**src/logic/mdc_pkg.sv**
```systemverilog
// Package: register map, field layout and serial frame constants of the motor driver config bank
package mdc_pkg;
  // Register offsets
  localparam logic [5:0] STATUS2_ADDR    = 6'h02;
  localparam logic [5:0] LOCK_ADDR       = 6'h03;
  localparam logic [5:0] DRIVE_ADDR      = 6'h04;
  localparam logic [5:0] PROT_ADDR       = 6'h05;
  localparam logic [5:0] OCP_ADDR        = 6'h06;
  localparam logic [5:0] RECT_ADDR       = 6'h07;
  localparam logic [5:0] REG_ADDR        = 6'h08;
  localparam logic [5:0] SBD_ADDR        = 6'h09;
  localparam logic [5:0] TACH_ADDR       = 6'h0a;
  localparam logic [5:0] ADV_ADDR        = 6'h0b;
  localparam logic [5:0] DLY_ADDR        = 6'h0c;
  localparam logic [5:0] LAST_ADDR       = 6'h0c;
  localparam int         NREG            = 13;
  // Reset values
  localparam logic [7:0] LOCK_RST        = 8'h00;
  localparam logic [7:0] DRIVE_RST       = 8'h80;
  localparam logic [7:0] PROT_RST        = 8'h46;
  localparam logic [7:0] OCP_RST         = 8'h10;
  localparam logic [7:0] ZERO_RST        = 8'h00;
  // Writable masks (read-as-zero bits are zero here)
  localparam logic [7:0] LOCK_WMASK      = 8'h07;
  localparam logic [7:0] DRIVE_WMASK     = 8'hfe;
  localparam logic [7:0] PROT_WMASK      = 8'h7f;
  localparam logic [7:0] FULL_WMASK      = 8'hff;
  localparam logic [7:0] REG_WMASK       = 8'h3f;
  localparam logic [7:0] SBD_WMASK       = 8'h1f;
  localparam logic [7:0] TACH_WMASK      = 8'hdf;
  localparam logic [7:0] ADV_WMASK       = 8'h07;
  localparam logic [7:0] DLY_WMASK       = 8'h1f;
  // Lock codes
  localparam logic [2:0] UNLOCK_CODE     = 3'h3;
  localparam logic [2:0] LOCK_CODE       = 3'h6;
  // Field positions
  localparam int         CLR_BIT         = 0;
  localparam int         SDO_PP_BIT      = 5;
  localparam int         CBC_BIT         = 6;
  // Status2 flag positions
  localparam int         ST_OTP          = 6;
  localparam int         ST_BOC          = 5;
  localparam int         ST_BUV          = 4;
  localparam int         ST_CPUV         = 3;
  localparam int         ST_PAR          = 2;
  localparam int         ST_FRM          = 1;
  localparam int         ST_ADR          = 0;
  // Frame layout
  localparam int         FRAME_BITS      = 16;
  localparam int         RW_BIT          = 15;
  localparam logic [4:0] FRAME_LAST      = 5'd16;

  typedef enum logic [1:0] {MDC_IDLE, MDC_SHIFT} mdc_phase_e;

  typedef struct packed {
    logic [1:0] tach_scale_select;
    logic       position_comparator_hysteresis;
    logic       brake_coasts;
    logic       freewheel;
    logic       direction_ccw;
    logic [1:0] stepdown_voltage;
    logic       stepdown_current_limit;
    logic       stepdown_disable;
    logic       stepdown_sequencing_disable;
    logic       active_async_rect_enable;
    logic       active_sync_rect_enable;
    logic       limit_recirculation_path;
    logic       power_stage_disable;
    logic       overcurrent_cycle_clear;
    logic [1:0] overcurrent_filter_time;
    logic       overcurrent_retry_time;
    logic       overcurrent_trip_level;
    logic [1:0] overcurrent_response;
    logic       full_duty_freq_sel;
    logic       supply_over_level_select;
    logic       supply_over_detect_enable;
    logic       serial_error_report_disable;
    logic       heat_warning_report_enable;
    logic [1:0] edge_rate;
    logic [1:0] drive_mode;
  } mdc_cfg_s;

  typedef struct packed {
    logic otp_err;
    logic stepdown_overcurrent_flag;
    logic stepdown_undervoltage_flag;
    logic pump_undervoltage_flag;
  } mdc_ana_s;
endpackage

```
**src/logic/mdc_regs.sv**
```systemverilog
// Serial-port register bank of the sensored motor driver: control fields and supply/serial status
`timescale 1ns/100ps
`default_nettype none
// Behaviour
// Lock field code 011b unlocks; other non-lock codes leave the lock state alone.
// Lock field code 110b locks; afterwards only lock field writes take effect.
// Clear-fault bit clears latched faults and reads back as zero.
// Drive register bit 5 picks open-drain (0) or push-pull (1) serial output.
// Two-bit edge-rate field, 25/50/125/200 V/us, passed to gate drive.
// Two-bit drive mode: async/sync rectification, analog/digital sensors.
// One bit chooses full-duty switching frequency 20 kHz or 40 kHz.
// Overvoltage enable resets to 1; select bit picks 34 V or 22 V.
// Serial faults reach fault pin when disable bit 0; warnings when report bit 1.
// Driver-off bit forces all switches high-impedance; clearing it does nothing more.
// Cycle-clear bit set: overcurrent clears at next input cycle change.
// Overcurrent deglitch 0.2/0.6/1.2/1.6 us by code; resets to code 1.
// Overcurrent code 0 latches, code 1 retries after 5 or 500 ms.
// Overcurrent trip level 9 A or 13 A by one bit.
// Current-limit recirculation via transistors (0) or diodes (1).
// Bit 3 enables active async rectification, bit 2 active sync.
// Step-down voltage, current limit, disable and sequencing-disable fields.
// Position comparator hysteresis 5 mV or 50 mV.
// Freewheel bit enables coast; brake-behaviour bit brakes (0) or coasts (1).
// Rotation bit: clockwise (0) or anti-clockwise (1) commutation.
// Tach scale 3x, 1x, 0.5x or 0.25x of commutation frequency.
// Status register reports memory, regulator, pump and serial error flags.
// Frame is 16 bits: rw, six-bit address, even parity, eight data, MSB first.
// All registers return to defaults at power-up and on sleep entry.
// Access to an address above 0xC sets the bad-address flag.
// Latched serial flags hold until clear-fault write or sleep reset.
// Read-as-zero reserved fields read zero and ignore writes.
module mdc_regs (
  // Clock and reset
  input  wire logic                ref_clk_i,
  input  wire logic                rst_i,
  // Sleep pin, active low
  input  wire logic                sleep_pin_n_i,
  // Serial port pins
  input  wire logic                serial_sel_n_i,
  input  wire logic                serial_clk_i,
  input  wire logic                serial_in_i,
  output logic                     serial_out_o,
  output logic                     serial_out_oe_o,
  // Fault sources from the analog side
  input  wire mdc_pkg::mdc_ana_s   ana_flags_i,
  input  wire logic                heat_warning_i,
  // Configuration to the power stage
  output mdc_pkg::mdc_cfg_s        cfg_o,
  output logic                     fault_clear_pulse_o,
  output logic                     fault_output_pin_n_o
);

  typedef struct packed {
    logic [2:0]               sel_sync;
    logic [2:0]               clk_sync;
    logic [1:0]               din_sync;
    logic [1:0]               slp_sync;
    mdc_pkg::mdc_ana_s [1:0]  ana_sync;
    logic [1:0]               heat_sync;
    logic                     sel_act;
    mdc_pkg::mdc_phase_e      phase;
    logic [4:0]               cnt;
    logic [15:0]              sh_in;
    logic [15:0]              sh_out;
    logic                     out_bit;
    logic                     out_oe;
    logic                     locked;
    logic [mdc_pkg::NREG-1:0][7:0] regs;
    logic                     f_par;
    logic                     f_frm;
    logic                     f_adr;
    logic                     clr_pulse;
    logic                     fault_n;
  } mdc_state_s;

  mdc_state_s s_q;
  mdc_state_s s_d;

  logic [mdc_pkg::NREG-1:0][7:0] rst_vals;
  logic [mdc_pkg::NREG-1:0][7:0] wmask;

  // Per-register reset value and writable mask; status registers are not writable
  genvar gi;
  generate
    for (gi = 0; gi < mdc_pkg::NREG; gi++) begin : g_map
      always_comb begin
        case (6'(gi))
          mdc_pkg::LOCK_ADDR:  begin rst_vals[gi] = mdc_pkg::LOCK_RST;  wmask[gi] = mdc_pkg::LOCK_WMASK;  end
          mdc_pkg::DRIVE_ADDR: begin rst_vals[gi] = mdc_pkg::DRIVE_RST; wmask[gi] = mdc_pkg::DRIVE_WMASK; end
          mdc_pkg::PROT_ADDR:  begin rst_vals[gi] = mdc_pkg::PROT_RST;  wmask[gi] = mdc_pkg::PROT_WMASK;  end
          mdc_pkg::OCP_ADDR:   begin rst_vals[gi] = mdc_pkg::OCP_RST;   wmask[gi] = mdc_pkg::FULL_WMASK;  end
          mdc_pkg::RECT_ADDR:  begin rst_vals[gi] = mdc_pkg::ZERO_RST;  wmask[gi] = mdc_pkg::FULL_WMASK;  end
          mdc_pkg::REG_ADDR:   begin rst_vals[gi] = mdc_pkg::ZERO_RST;  wmask[gi] = mdc_pkg::REG_WMASK;   end
          mdc_pkg::SBD_ADDR:   begin rst_vals[gi] = mdc_pkg::ZERO_RST;  wmask[gi] = mdc_pkg::SBD_WMASK;   end
          mdc_pkg::TACH_ADDR:  begin rst_vals[gi] = mdc_pkg::ZERO_RST;  wmask[gi] = mdc_pkg::TACH_WMASK;  end
          mdc_pkg::ADV_ADDR:   begin rst_vals[gi] = mdc_pkg::ZERO_RST;  wmask[gi] = mdc_pkg::ADV_WMASK;   end
          mdc_pkg::DLY_ADDR:   begin rst_vals[gi] = mdc_pkg::ZERO_RST;  wmask[gi] = mdc_pkg::DLY_WMASK;   end
          default:             begin rst_vals[gi] = mdc_pkg::ZERO_RST;  wmask[gi] = mdc_pkg::ZERO_RST;    end
        endcase
      end
    end
  endgenerate

  logic       sel_n;
  logic       sel_rise;
  logic       sel_fall;
  logic       clk_rise;
  logic       clk_fall;
  logic       sleep_enter;
  logic [15:0] frame;
  logic [5:0] addr;
  logic       addr_ok;
  logic [7:0] cur_val;
  logic [7:0] status2;
  logic       parity_ok;
  logic       is_write;
  logic       serial_err;
  logic [5:0] raddr;
  logic       frame_done;
  logic       wr_ok;

  always_comb begin
    sel_n       = s_q.sel_sync[1];
    sel_rise    = s_q.sel_sync[1] & ~s_q.sel_sync[2];
    sel_fall    = ~s_q.sel_sync[1] & s_q.sel_sync[2];
    clk_rise    = s_q.clk_sync[1] & ~s_q.clk_sync[2];
    clk_fall    = ~s_q.clk_sync[1] & s_q.clk_sync[2];
    sleep_enter = ~s_q.slp_sync[1];
    frame       = s_q.sh_in;
    addr        = frame[14:9];
    addr_ok     = addr <= mdc_pkg::LAST_ADDR;
    parity_ok   = ~(^frame);
    is_write    = ~frame[mdc_pkg::RW_BIT];
    status2     = {1'b0, s_q.ana_sync[1],
                   s_q.f_par, s_q.f_frm, s_q.f_adr};
    // Mid-frame the address sits in the low shift bits, not at its final place
    raddr       = s_q.sh_in[5:0];
    cur_val     = 8'h00;
    if (raddr == mdc_pkg::STATUS2_ADDR) begin
      cur_val = status2;
    end else if (raddr <= mdc_pkg::LAST_ADDR) begin
      cur_val = s_q.regs[raddr[3:0]];
    end
    serial_err  = s_q.f_par | s_q.f_frm | s_q.f_adr;
    frame_done  = s_q.phase == mdc_pkg::MDC_SHIFT && sel_rise && !sleep_enter;
    wr_ok       = frame_done && s_q.cnt == mdc_pkg::FRAME_LAST && addr_ok && parity_ok && is_write;
  end

  always_comb begin
    logic [7:0] wdata;
    wdata = 8'h00;
    s_d = s_q;
    s_d.sel_sync  = {s_q.sel_sync[1:0], serial_sel_n_i};
    s_d.clk_sync  = {s_q.clk_sync[1:0], serial_clk_i};
    s_d.din_sync  = {s_q.din_sync[0], serial_in_i};
    s_d.slp_sync  = {s_q.slp_sync[0], sleep_pin_n_i};
    s_d.ana_sync  = {s_q.ana_sync[0], ana_flags_i};
    s_d.heat_sync = {s_q.heat_sync[0], heat_warning_i};
    s_d.clr_pulse = 1'b0;

    case (s_q.phase)
      mdc_pkg::MDC_IDLE: begin
        if (sel_fall) begin
          s_d.phase  = mdc_pkg::MDC_SHIFT;
          s_d.cnt    = 5'd0;
          s_d.sh_out = {8'h00, 8'h00};
          s_d.sel_act = 1'b1;
          s_d.out_bit = 1'b0;
        end
      end
      mdc_pkg::MDC_SHIFT: begin
        // Capture on falling, launch on rising clock
        if (clk_fall) begin
          s_d.sh_in = {s_q.sh_in[14:0], s_q.din_sync[1]};
          if (s_q.cnt != 5'h1f) begin
            s_d.cnt = s_q.cnt + 5'd1;
          end
          // As the last address bit is captured, zero the low byte of the reply shifter
          if (s_q.cnt == 5'd6) begin
            s_d.sh_out[7:0] = 8'h00;
          end
        end
        if (clk_rise) begin
          s_d.out_bit = s_q.sh_out[15];
          s_d.sh_out  = {s_q.sh_out[14:0], 1'b0};
        end
        if (sel_rise) begin
          s_d.phase  = mdc_pkg::MDC_IDLE;
          s_d.sel_act = 1'b0;
          if (s_q.cnt != mdc_pkg::FRAME_LAST) begin
            s_d.f_frm = 1'b1;
          end else if (!addr_ok) begin
            s_d.f_adr = 1'b1;
          end else if (!parity_ok) begin
            s_d.f_par = 1'b1;
          end else if (is_write) begin
            wdata = frame[7:0];
            if (addr == mdc_pkg::LOCK_ADDR) begin
              if (wdata[2:0] == mdc_pkg::UNLOCK_CODE) begin
                s_d.locked = 1'b0;
              end else if (wdata[2:0] == mdc_pkg::LOCK_CODE) begin
                s_d.locked = 1'b1;
              end
              s_d.regs[addr[3:0]] = wdata & mdc_pkg::LOCK_WMASK;
            end else if (!s_q.locked) begin
              s_d.regs[addr[3:0]] = wdata & wmask[addr[3:0]];
              if (addr == mdc_pkg::DRIVE_ADDR && wdata[mdc_pkg::CLR_BIT]) begin
                s_d.clr_pulse = 1'b1;
              end
            end
          end
        end
      end
      default: s_d.phase = mdc_pkg::MDC_IDLE;
    endcase

    // Reply byte: current content, loaded once the address is known
    if (s_q.phase == mdc_pkg::MDC_SHIFT && s_q.cnt == 5'd7 && clk_rise) begin
      s_d.sh_out = {cur_val, 8'h00};
    end

    // Clear after set so a new flag in the same cycle survives
    if (s_q.clr_pulse) begin
      s_d.f_par = s_d.f_par & ~(s_q.f_par);
      s_d.f_frm = s_d.f_frm & ~(s_q.f_frm);
      s_d.f_adr = s_d.f_adr & ~(s_q.f_adr);
      if (s_q.phase == mdc_pkg::MDC_SHIFT && sel_rise) begin
        s_d.f_par = s_d.f_par | (s_q.cnt == mdc_pkg::FRAME_LAST && addr_ok && !parity_ok);
        s_d.f_frm = s_d.f_frm | (s_q.cnt != mdc_pkg::FRAME_LAST);
        s_d.f_adr = s_d.f_adr | (s_q.cnt == mdc_pkg::FRAME_LAST && !addr_ok);
      end
    end

    // Fault pin is active low; each source has its own report control
    s_d.fault_n = ~((serial_err & ~s_q.regs[mdc_pkg::PROT_ADDR[3:0]][1])
                  | (s_q.heat_sync[1] & s_q.regs[mdc_pkg::PROT_ADDR[3:0]][0]));

    if (sleep_enter) begin
      s_d.regs   = rst_vals;
      s_d.locked = 1'b0;
      s_d.f_par  = 1'b0;
      s_d.f_frm  = 1'b0;
      s_d.f_adr  = 1'b0;
      s_d.phase  = mdc_pkg::MDC_IDLE;
      s_d.sel_act = 1'b0;
    end

    // Open drain releases the line for a one; push-pull drives both levels
    s_d.out_oe = s_d.sel_act
               & (s_d.regs[mdc_pkg::DRIVE_ADDR[3:0]][mdc_pkg::SDO_PP_BIT] | ~s_d.out_bit);
  end

  always_ff @(posedge ref_clk_i or posedge rst_i) begin
    if (rst_i) begin
      s_q          <= '0;
      s_q.sel_sync <= 3'h7;
      s_q.slp_sync <= 2'h3;
      s_q.fault_n  <= 1'b1;
      s_q.regs[mdc_pkg::DRIVE_ADDR[3:0]] <= mdc_pkg::DRIVE_RST;
      s_q.regs[mdc_pkg::PROT_ADDR[3:0]]  <= mdc_pkg::PROT_RST;
      s_q.regs[mdc_pkg::OCP_ADDR[3:0]]   <= mdc_pkg::OCP_RST;
    end else begin
      s_q <= s_d;
    end
  end

  logic [7:0] r_drv;
  logic [7:0] r_prt;
  logic [7:0] r_ocp;
  logic [7:0] r_rec;
  logic [7:0] r_reg;
  logic [7:0] r_sbd;
  logic [7:0] r_tch;

  always_comb begin
    r_drv = s_q.regs[mdc_pkg::DRIVE_ADDR[3:0]];
    r_prt = s_q.regs[mdc_pkg::PROT_ADDR[3:0]];
    r_ocp = s_q.regs[mdc_pkg::OCP_ADDR[3:0]];
    r_rec = s_q.regs[mdc_pkg::RECT_ADDR[3:0]];
    r_reg = s_q.regs[mdc_pkg::REG_ADDR[3:0]];
    r_sbd = s_q.regs[mdc_pkg::SBD_ADDR[3:0]];
    r_tch = s_q.regs[mdc_pkg::TACH_ADDR[3:0]];
  end

  // Configuration fields come straight from register flops
  assign cfg_o.edge_rate                      = r_drv[4:3];
  assign cfg_o.drive_mode                     = r_drv[2:1];
  assign cfg_o.full_duty_freq_sel             = r_prt[4];
  assign cfg_o.supply_over_level_select       = r_prt[3];
  assign cfg_o.supply_over_detect_enable      = r_prt[2];
  assign cfg_o.serial_error_report_disable    = r_prt[1];
  assign cfg_o.heat_warning_report_enable     = r_prt[0];
  assign cfg_o.power_stage_disable            = r_ocp[7];
  assign cfg_o.overcurrent_cycle_clear        = r_ocp[mdc_pkg::CBC_BIT];
  assign cfg_o.overcurrent_filter_time        = r_ocp[5:4];
  assign cfg_o.overcurrent_retry_time         = r_ocp[3];
  assign cfg_o.overcurrent_trip_level         = r_ocp[2];
  assign cfg_o.overcurrent_response           = r_ocp[1:0];
  assign cfg_o.limit_recirculation_path       = r_rec[6];
  assign cfg_o.active_async_rect_enable       = r_rec[3];
  assign cfg_o.active_sync_rect_enable        = r_rec[2];
  assign cfg_o.stepdown_sequencing_disable    = r_reg[4];
  assign cfg_o.stepdown_current_limit         = r_reg[3];
  assign cfg_o.stepdown_voltage               = r_reg[2:1];
  assign cfg_o.stepdown_disable               = r_reg[0];
  assign cfg_o.position_comparator_hysteresis = r_sbd[4];
  assign cfg_o.brake_coasts                   = r_sbd[3];
  assign cfg_o.freewheel                      = r_sbd[2];
  assign cfg_o.direction_ccw                  = r_sbd[0];
  assign cfg_o.tach_scale_select              = r_tch[7:6];

  assign fault_clear_pulse_o  = s_q.clr_pulse;
  assign fault_output_pin_n_o = s_q.fault_n;
  assign serial_out_o         = s_q.out_bit;
  // Enable is registered alongside the bit it qualifies
  assign serial_out_oe_o      = s_q.out_oe;

  a_clear_self: assert property (@(posedge ref_clk_i) disable iff (rst_i)
    s_q.clr_pulse |=> !s_q.clr_pulse)
    else $error("clear pulse lasted more than one cycle");
  a_clear_bit_zero: assert property (@(posedge ref_clk_i) disable iff (rst_i)
    r_drv[mdc_pkg::CLR_BIT] == 1'b0)
    else $error("clear-fault bit stored as one");
  a_lock_hold: assert property (@(posedge ref_clk_i) disable iff (rst_i)
    (s_q.locked && !sleep_enter) |=> $stable(r_ocp))
    else $error("locked register changed");
  a_sleep_defaults: assert property (@(posedge ref_clk_i) disable iff (rst_i)
    sleep_enter |=> (r_prt == mdc_pkg::PROT_RST && r_ocp == mdc_pkg::OCP_RST && !s_q.locked))
    else $error("sleep did not restore defaults");
  a_lock_rsvd_zero: assert property (@(posedge ref_clk_i) disable iff (rst_i)
    s_q.regs[mdc_pkg::LOCK_ADDR[3:0]][7:3] == 5'h00 && r_sbd[7:5] == 3'h0)
    else $error("read-as-zero bits set");
  a_flag_sticky: assert property (@(posedge ref_clk_i) disable iff (rst_i)
    (s_q.f_adr && !s_q.clr_pulse && !sleep_enter) |=> s_q.f_adr)
    else $error("address flag dropped without clear");
  a_bad_addr_flag: assert property (@(posedge ref_clk_i) disable iff (rst_i)
    (s_q.phase == mdc_pkg::MDC_SHIFT && sel_rise && s_q.cnt == mdc_pkg::FRAME_LAST && !addr_ok
     && !sleep_enter) |=> s_q.f_adr)
    else $error("bad address not flagged");
  a_frame_short: assert property (@(posedge ref_clk_i) disable iff (rst_i)
    (s_q.phase == mdc_pkg::MDC_SHIFT && sel_rise && s_q.cnt != mdc_pkg::FRAME_LAST && !sleep_enter)
    |=> s_q.f_frm)
    else $error("short frame not flagged");
  a_fault_report: assert property (@(posedge ref_clk_i) disable iff (rst_i)
    (s_q.f_frm && !r_prt[1]) |=> !s_q.fault_n)
    else $error("serial fault not reported on fault pin");
  a_od_release: assert property (@(posedge ref_clk_i) disable iff (rst_i)
    (!r_drv[mdc_pkg::SDO_PP_BIT] && s_q.out_bit) |-> !serial_out_oe_o)
    else $error("open drain drove a one");
  a_unlock_code: assert property (@(posedge ref_clk_i) disable iff (rst_i)
    (wr_ok && addr == mdc_pkg::LOCK_ADDR && frame[2:0] == mdc_pkg::UNLOCK_CODE) |=> !s_q.locked)
    else $error("unlock code did not unlock");
  a_lock_code: assert property (@(posedge ref_clk_i) disable iff (rst_i)
    (wr_ok && addr == mdc_pkg::LOCK_ADDR && frame[2:0] == mdc_pkg::LOCK_CODE) |=> s_q.locked)
    else $error("lock code did not lock");
  a_lock_other: assert property (@(posedge ref_clk_i) disable iff (rst_i)
    (wr_ok && addr == mdc_pkg::LOCK_ADDR && frame[2:0] != mdc_pkg::UNLOCK_CODE
     && frame[2:0] != mdc_pkg::LOCK_CODE) |=> $stable(s_q.locked))
    else $error("other lock code changed lock state");
  a_clear_flags: assert property (@(posedge ref_clk_i) disable iff (rst_i)
    (s_q.clr_pulse && !frame_done && !sleep_enter) |=> !serial_err)
    else $error("clear pulse left a serial flag set");
  a_parity_flag: assert property (@(posedge ref_clk_i) disable iff (rst_i)
    (frame_done && s_q.cnt == mdc_pkg::FRAME_LAST && addr_ok && !parity_ok) |=> s_q.f_par)
    else $error("parity error not flagged");
  a_idle_release: assert property (@(posedge ref_clk_i) disable iff (rst_i)
    (s_q.phase == mdc_pkg::MDC_IDLE) |-> !serial_out_oe_o)
    else $error("serial output driven while deselected");
  a_heat_report: assert property (@(posedge ref_clk_i) disable iff (rst_i)
    (s_q.heat_sync[1] && r_prt[0]) |=> !s_q.fault_n)
    else $error("heat warning not reported on fault pin");

endmodule
`default_nettype wire

```
**config.mk**
```make
export PLATFORM = sky130hd
export DESIGN_NAME = mdc_regs
export DESIGN_NICKNAME = d
export VERILOG_FILES = /design/src/logic/mdc_pkg.sv /design/src/logic/mdc_regs.sv
export SDC_FILE = /design/constraint.sdc
export NUM_CORES = 1
export LEC_CHECK = 0
export ABC_AREA = 1
export BUFFER_PORTS_ARGS = -buffer_cell sky130_fd_sc_hd__buf_2
export CORE_MARGIN = 8
export CORE_UTILIZATION = 48
export DETAILED_ROUTE_END_ITERATION = 6
export PLACE_DENSITY = 0.68
export SLEW_MARGIN = 20
export SYNTH_ARGS = -nofsm -noshare
export SYNTH_HDL_FRONTEND = slang
export SYNTH_SLANG_ARGS = --single-unit
```
**constraint.sdc**
```tcl
create_clock -name ref_clk_i -period 4.9 [get_ports ref_clk_i]
set_input_delay 0.49 -clock ref_clk_i [delete_from_list [all_inputs] [get_ports ref_clk_i]]
set_output_delay 0.49 -clock ref_clk_i [all_outputs]
set_load 0.03 [all_outputs]
```
### Word-level counts from Yosys, hierarchy flattened

Memories as Yosys holds them, arrays and structs flattened.
Cells that the tools add are included.
Widths: inputs -> output; s select.

| word-level totals | value |
|---|---|
| logic and storage cells | 172 |
| register bits after elaboration | 172 |
| memories | 1 |
| memory bits (read-only) | 128 |

Memories:

| memory | depth | bits a word | rd ports | clocked after memory_dff | write ports | RTL line | text |
|---|---|---|---|---|---|---|---|
| (name not given) | 16 | 8 | 1 | 0 | 0 | mdc_regs.sv:206 | `s_d.regs[addr[3:0]] = wdata & wmask[addr[3:0]];` |

| cells by class | value |
|---|---|
| add/sub/neg operators | 1 |
| reduce and logical (&&, ||, !) cells | 20 |
| muxes and demuxes | 47 |
| eq/ne operators | 29 |
| bitwise operators | 28 |
| order comparisons | 5 |

Operator list:

| operator | number |
|---|---|
| $mux 109 | 2 |
| $mux 106 | 2 |
| $mux 105 | 2 |
| $bwmux 104 | 2 |
| $mux 104 | 2 |
| $mux 108 | 1 |
| $mux 8 | 8 |
| $mux 17 | 2 |
| $pmux 17 s2 | 1 |
| $bmux 8 s4 | 1 |
| $demux 8 s4 | 1 |
| $mux 21 | 1 |
| $mux 16 | 1 |
| $reduce_xor 16->1 | 1 |
| $eq 6x2->1 const B | 2 |
| $le 6x4->1 const B | 2 |
| $mux 1 | 12 |
| $mux 3 | 4 |
| $ne 2x2->1 const B | 6 |
| $and 1x1->1 | 10 |
| $eq 5x3->1 const B | 2 |
| $lt 4x5->1 const B | 2 |
| $ne 5x5->1 const B | 2 |
| $not 1->1 | 10 |
| 29 further kinds | 51 |

### Longest topological paths before layout

| depth | value |
|---|---|
| depth after elaboration | 20 |
| gate-level depth with buffers | 20 |
| depth with buffers taken out | 17 |

### Least setup slack after synthesis

OpenSTA, ideal clock, no wires.

| timing | value |
|---|---|
| kind | reg-to-reg |
| start | register s_q (netlist bit frame[0]) |
| end | register s_q[21] in the netlist's numbering |
| arrival time | 2.328 ns |
| cell stages (with the launch flop) | 17 |
| data required time | 4.766 ns |
| path slack | 2.438 ns |
| setup time | 0.134 ns |
| buffers on the path | 2 |
| cell sequence | dfrtp_1 > clkbuf_1 > inv_1 > clkbuf_1 > ha_1 > inv_1 > nand2_1 > nand3_1 > nand3_1 > nand2_1 > inv_1 > nand2_1 > nand2_1 > nand3_1 > nor2_1 > nor2_1 > nor2_1 |

| between the ends | value |
|---|---|
| longest elaborated chain between the ends | 11 |
| elaborated cells on any way between the ends | 15 |

Ends and longest elaborated chain:

| element | RTL line | text |
|---|---|---|
| start: declaration | mdc_regs.sv:76 | `mdc_state_s s_q;` |
| $and 8x8->8 | mdc_regs.sv:206 |  |
| $bwmux 104 | mdc_regs.sv:206 |  |
| $mux 104 | mdc_regs.sv:205 | `end else if (!s_q.locked) begin` |
| $mux 104 | mdc_regs.sv:198 | `if (addr == mdc_pkg::LOCK_ADDR) begin` |
| $mux 105 | mdc_regs.sv:196 | `end else if (is_write) begin` |
| $mux 105 | mdc_regs.sv:194 | `end else if (!parity_ok) begin` |
| $mux 106 | mdc_regs.sv:192 | `end else if (!addr_ok) begin` |
| $mux 106 | mdc_regs.sv:190 | `if (s_q.cnt != mdc_pkg::FRAME_LAST) begin` |
| $mux 109 | mdc_regs.sv:187 | `if (sel_rise) begin` |
| $mux 109 | mdc_regs.sv:161 | `case (s_q.phase)` |
| $mux 108 | mdc_regs.sv:238 | `if (sleep_enter) begin` |

Several ways; a longest one is shown, not always the timed one. The select of a mux whose other input is x is not followed.
A chain may end at the register's enable or synchronous reset.

### Final worst setup path

| timing | value |
|---|---|
| start | register s_q (netlist bit frame[2]) |
| end | register s_q[24] in the netlist's numbering |

| between the ends | value |
|---|---|
| longest elaborated chain between the ends | 3 |

Ends and longest elaborated chain:

| element | RTL line | text |
|---|---|---|
| $reduce_xor 16->1 | mdc_regs.sv:132 | `parity_ok = ~(^frame);` |
| $ne 2x2->1 (no line) | - |  |
| $reduce_and 7->1 (no line) | - |  |

No other way between the ends.

==> summary.md <==
| Metric | Value |
|---|---|
| Status | finished clean |
| Initial core utilization | 48.9% |
| Ys flop type | dfrtp_1 |
| IO Port Bufs | 45 |
| GR Layer Usage met3 | 4.99% |
| Vias | 7568 |
| Share of cells above drive strength 1 | 10.8% |
| Placer congestion estimate | 0.982 |
| Synth top area cells | dfrtp_1, nand2_1, nor2_1, inv_1, o21ai_0 |
| Post-Syn Area | 8820 µm² |
| Xor/xnor share of the synthesized area | 0% |
| RSZ-0062 raised after global routing | false |
| Chip height | 152 µm |
| Synth Warn # | 0 |
| Root Buffer | clkbuf_16 |
| Register area share after synthesis | 48.4% |
| Routing usage on met1 | 29.5% |
| Placed instance area | 8980 µm² |
| Crit path time final | 3.82 ns |
| Antenna Nets Post-Route | 0 |
| DP HPWL | 17000 µm |
| Mux cell area share after synthesis | 0% |
| Die Span X | 152 µm |
| Setup TNS | 0 ns |
| Area grow syn2layout | 8.68% |
| Routed WL | 23800 µm |
| MaxCap Viol Count | 0 |
| Measured slew at the worst slew-check pin | 1.13 ns |
| WL per Instance | 17.0 µm |
| Postcts setup bufs | 0 |
| CP dominant cell by count | nand2_1 |
| Worst path cell trace | clkinv_1, ha_1, inv_1, nand2_1, nand2_1, nand2_1, nand3_1, nand2_1, inv_1, nand2_1, nand2_1, nand3_1, nor2_1, nor2_1, nor2_1 |
| Htree depth | 4 |
| Final setup violation count | 0 |
| Largest net degree at the start of global routing | 171 |
| # IOs | 46 |
| Power Density | 379 nW/µm² |
| WS Path Type | reg -> reg |
| Number of flops mapped to enable cells by yosys | 0 |
| Fin area | 9590 µm² |
| Global route overflow | 0 |
| Number of antenna cells inserted | 0 |
| Met2 Use GR | 32.6% |
| Crit-path max FO | 18 |
| First-pass GRT wire length | 38300 µm |
| Synth Instances | 1163 |
| VDD IR max | 0.291 mV |
| Critical Path End Type | flip-flop |
| Crit-path slowest cell | dfrtp_1 |
| Data arrival, critical path | 4.12 ns |
| Simple-gate portion of the synthesized area | 28.7% |
| Vias in the first global route | 7208 |
| Final core utilization | 53.2% |
| GRT busiest layer | met2 |
| Core Area | 18000 µm² |
| Cell row count | 49 |
| Synth cell types | 40 |
| Most numerous cell in the Yosys netlist | nand2_1 |
| Die area | 23000 µm² |
| CTS tree | yes |
| Syn Nets | 1186 |
| Share of the synthesized area in the top cell type | 45.1% |
| Hold-fix buffers at CTS | 0 |
| Overall routing resource usage | 21.6% |
| CTS Sinks | 170 |
| Largest family of logic cells by synthesized area | simple AND/OR/NAND/NOR gates |
| Slew Viols, Final | 0 |
| Initial antenna violation count | 0 |
| Compound-Gate Fraction of Synth Area | 10.4% |
| Register clock-pin slew on the reported worst setup and hold paths | 0.07 ns |
| Mean Syn Cell Area | 7.58 µm² |
| Top post-synthesis cells by count | nand2_1, nor2_1, dfrtp_1, inv_1, o21ai_0 |
| Worst setup SP type | flip-flop |
| Leak pwr | 0.00481 µW |
| Tcrit/Tclk final | 78.0% |
| Iter 0 DRT Violations | 735 |
| Drt drc | 0 |
| TritonRoute pass-1 iters | 5 |
| Skew-Pair Late Insertion Delay | 0.44 ns |
| Vias per Instance | 5.39 |
| Synthesis-stage register bit count | 170 |
| Nets | 1185 |
| Largest area contributor in the netlist | dfrtp_1 |
| CP required | 5.20 ns |
| Total CTS buffers | 17 |
| Hold Crit Class | in -> reg |
| Final hold violations | 0 |
| Fmax | 262 MHz |
| Top reg by flops | s_q |
| Max reg flops | 83 |
| Critical Path Max Stage Delay | 0.66 ns |
| Worst Clk Skew | 0.00892 ns |
| Worst R2R Setup Slack | 1.08 ns |
| FFs w/ async S/R, synth | 100% |
| Post-Synth Adder-Cell Area | 1.70% |
| Max Buffers Root-to-Sink | 2 |
| Slew headroom | 24.6% |
| # resized after CTS | 0 |
-- layer usage --
layer,share of wire [%],vias up
met1,44,3567
met4,3.3,0
li1,-,3663
met2,45,282
met3,7.5,56
met5,0,-
-- critical path, delay by kind of cell (launching register included) --
kind	cells	cell delay [ns]
buffers and inverters	3	0.70
AND/OR/NAND/NOR	11	1.76
adder cells (fa/ha/maj)	1	0.55
flip-flops	1	0.66
-- cell families (layout without fill, tap and decap cells) --
group	after synthesis	in the layout
and+or+nand+nor	598	598
buffers and inverters	216	228
DFF	170	170
AOI/OAI and AO/OA	167	167
adders and majority gates	12	12
-- layout make-up --
cell class	count	area, µm²
clock buffers	18	439
clock inverters	14	163
fillers	1785	8440
inverters	145	548
multi-input cells	777	3600
flip-flops and latches	170	4270
well taps	229	287
repair buffers	51	283
-- where the power goes --
part	leakage [µW]	internal (µW)	switching, µW
Clock	0.000291	776	608
Combinational	0.00224	194	564
Sequential	0.00228	1450	42.2
Total	0.00481	2420	1210
-- final timing paths --
check / startpoint / end / cells past startpoint
max: frame[2] / s_q[24] / 15
min: sleep_pin_n_i / s_d[163] / 1
max reg2reg: frame[2] / s_q[24] / 15
min reg2reg: s_d[167] / s_d[168] / 0
max in group asynchronous: rst_i / r_sbd[0] / 3
min in group asynchronous: rst_i / r_rec[3] / 3
-- per-stage QoR --
stage / setup slack (ns) / std cells / hold slack, ns / power (µW)
floorplan: 2.25 / 1163 / 0.331 / 2040
global placement: 1.35 / 1372 / 0.331 / 2250
detailed placement: 1.18 / 1372 / 0.337 / 2260
CTS: 1.18 / 1404 / 0.129 / 3650
global route: 0.770 / 1404 / 0.126 / 3790
finish: 1.08 / 1404 / 0.143 / 3630
-- layout by cell type, fill, tap and decap left out, drive strengths merged, types with 3 or more instances in the layout --
cell / instances
a211oi: 3
a21boi: 7
a21oi: 46
buf: 51
clkbuf: 18
clkinv: 9
clkinvlp: 3
dfrtp: 159
dfstp: 11
ha: 12
inv: 145
nand2: 300
nand3: 83
nand4: 20
nor2: 179
nor3: 10
o211ai: 13
o21ai: 85
o22ai: 7
Power figures use the tool's default switching activity.
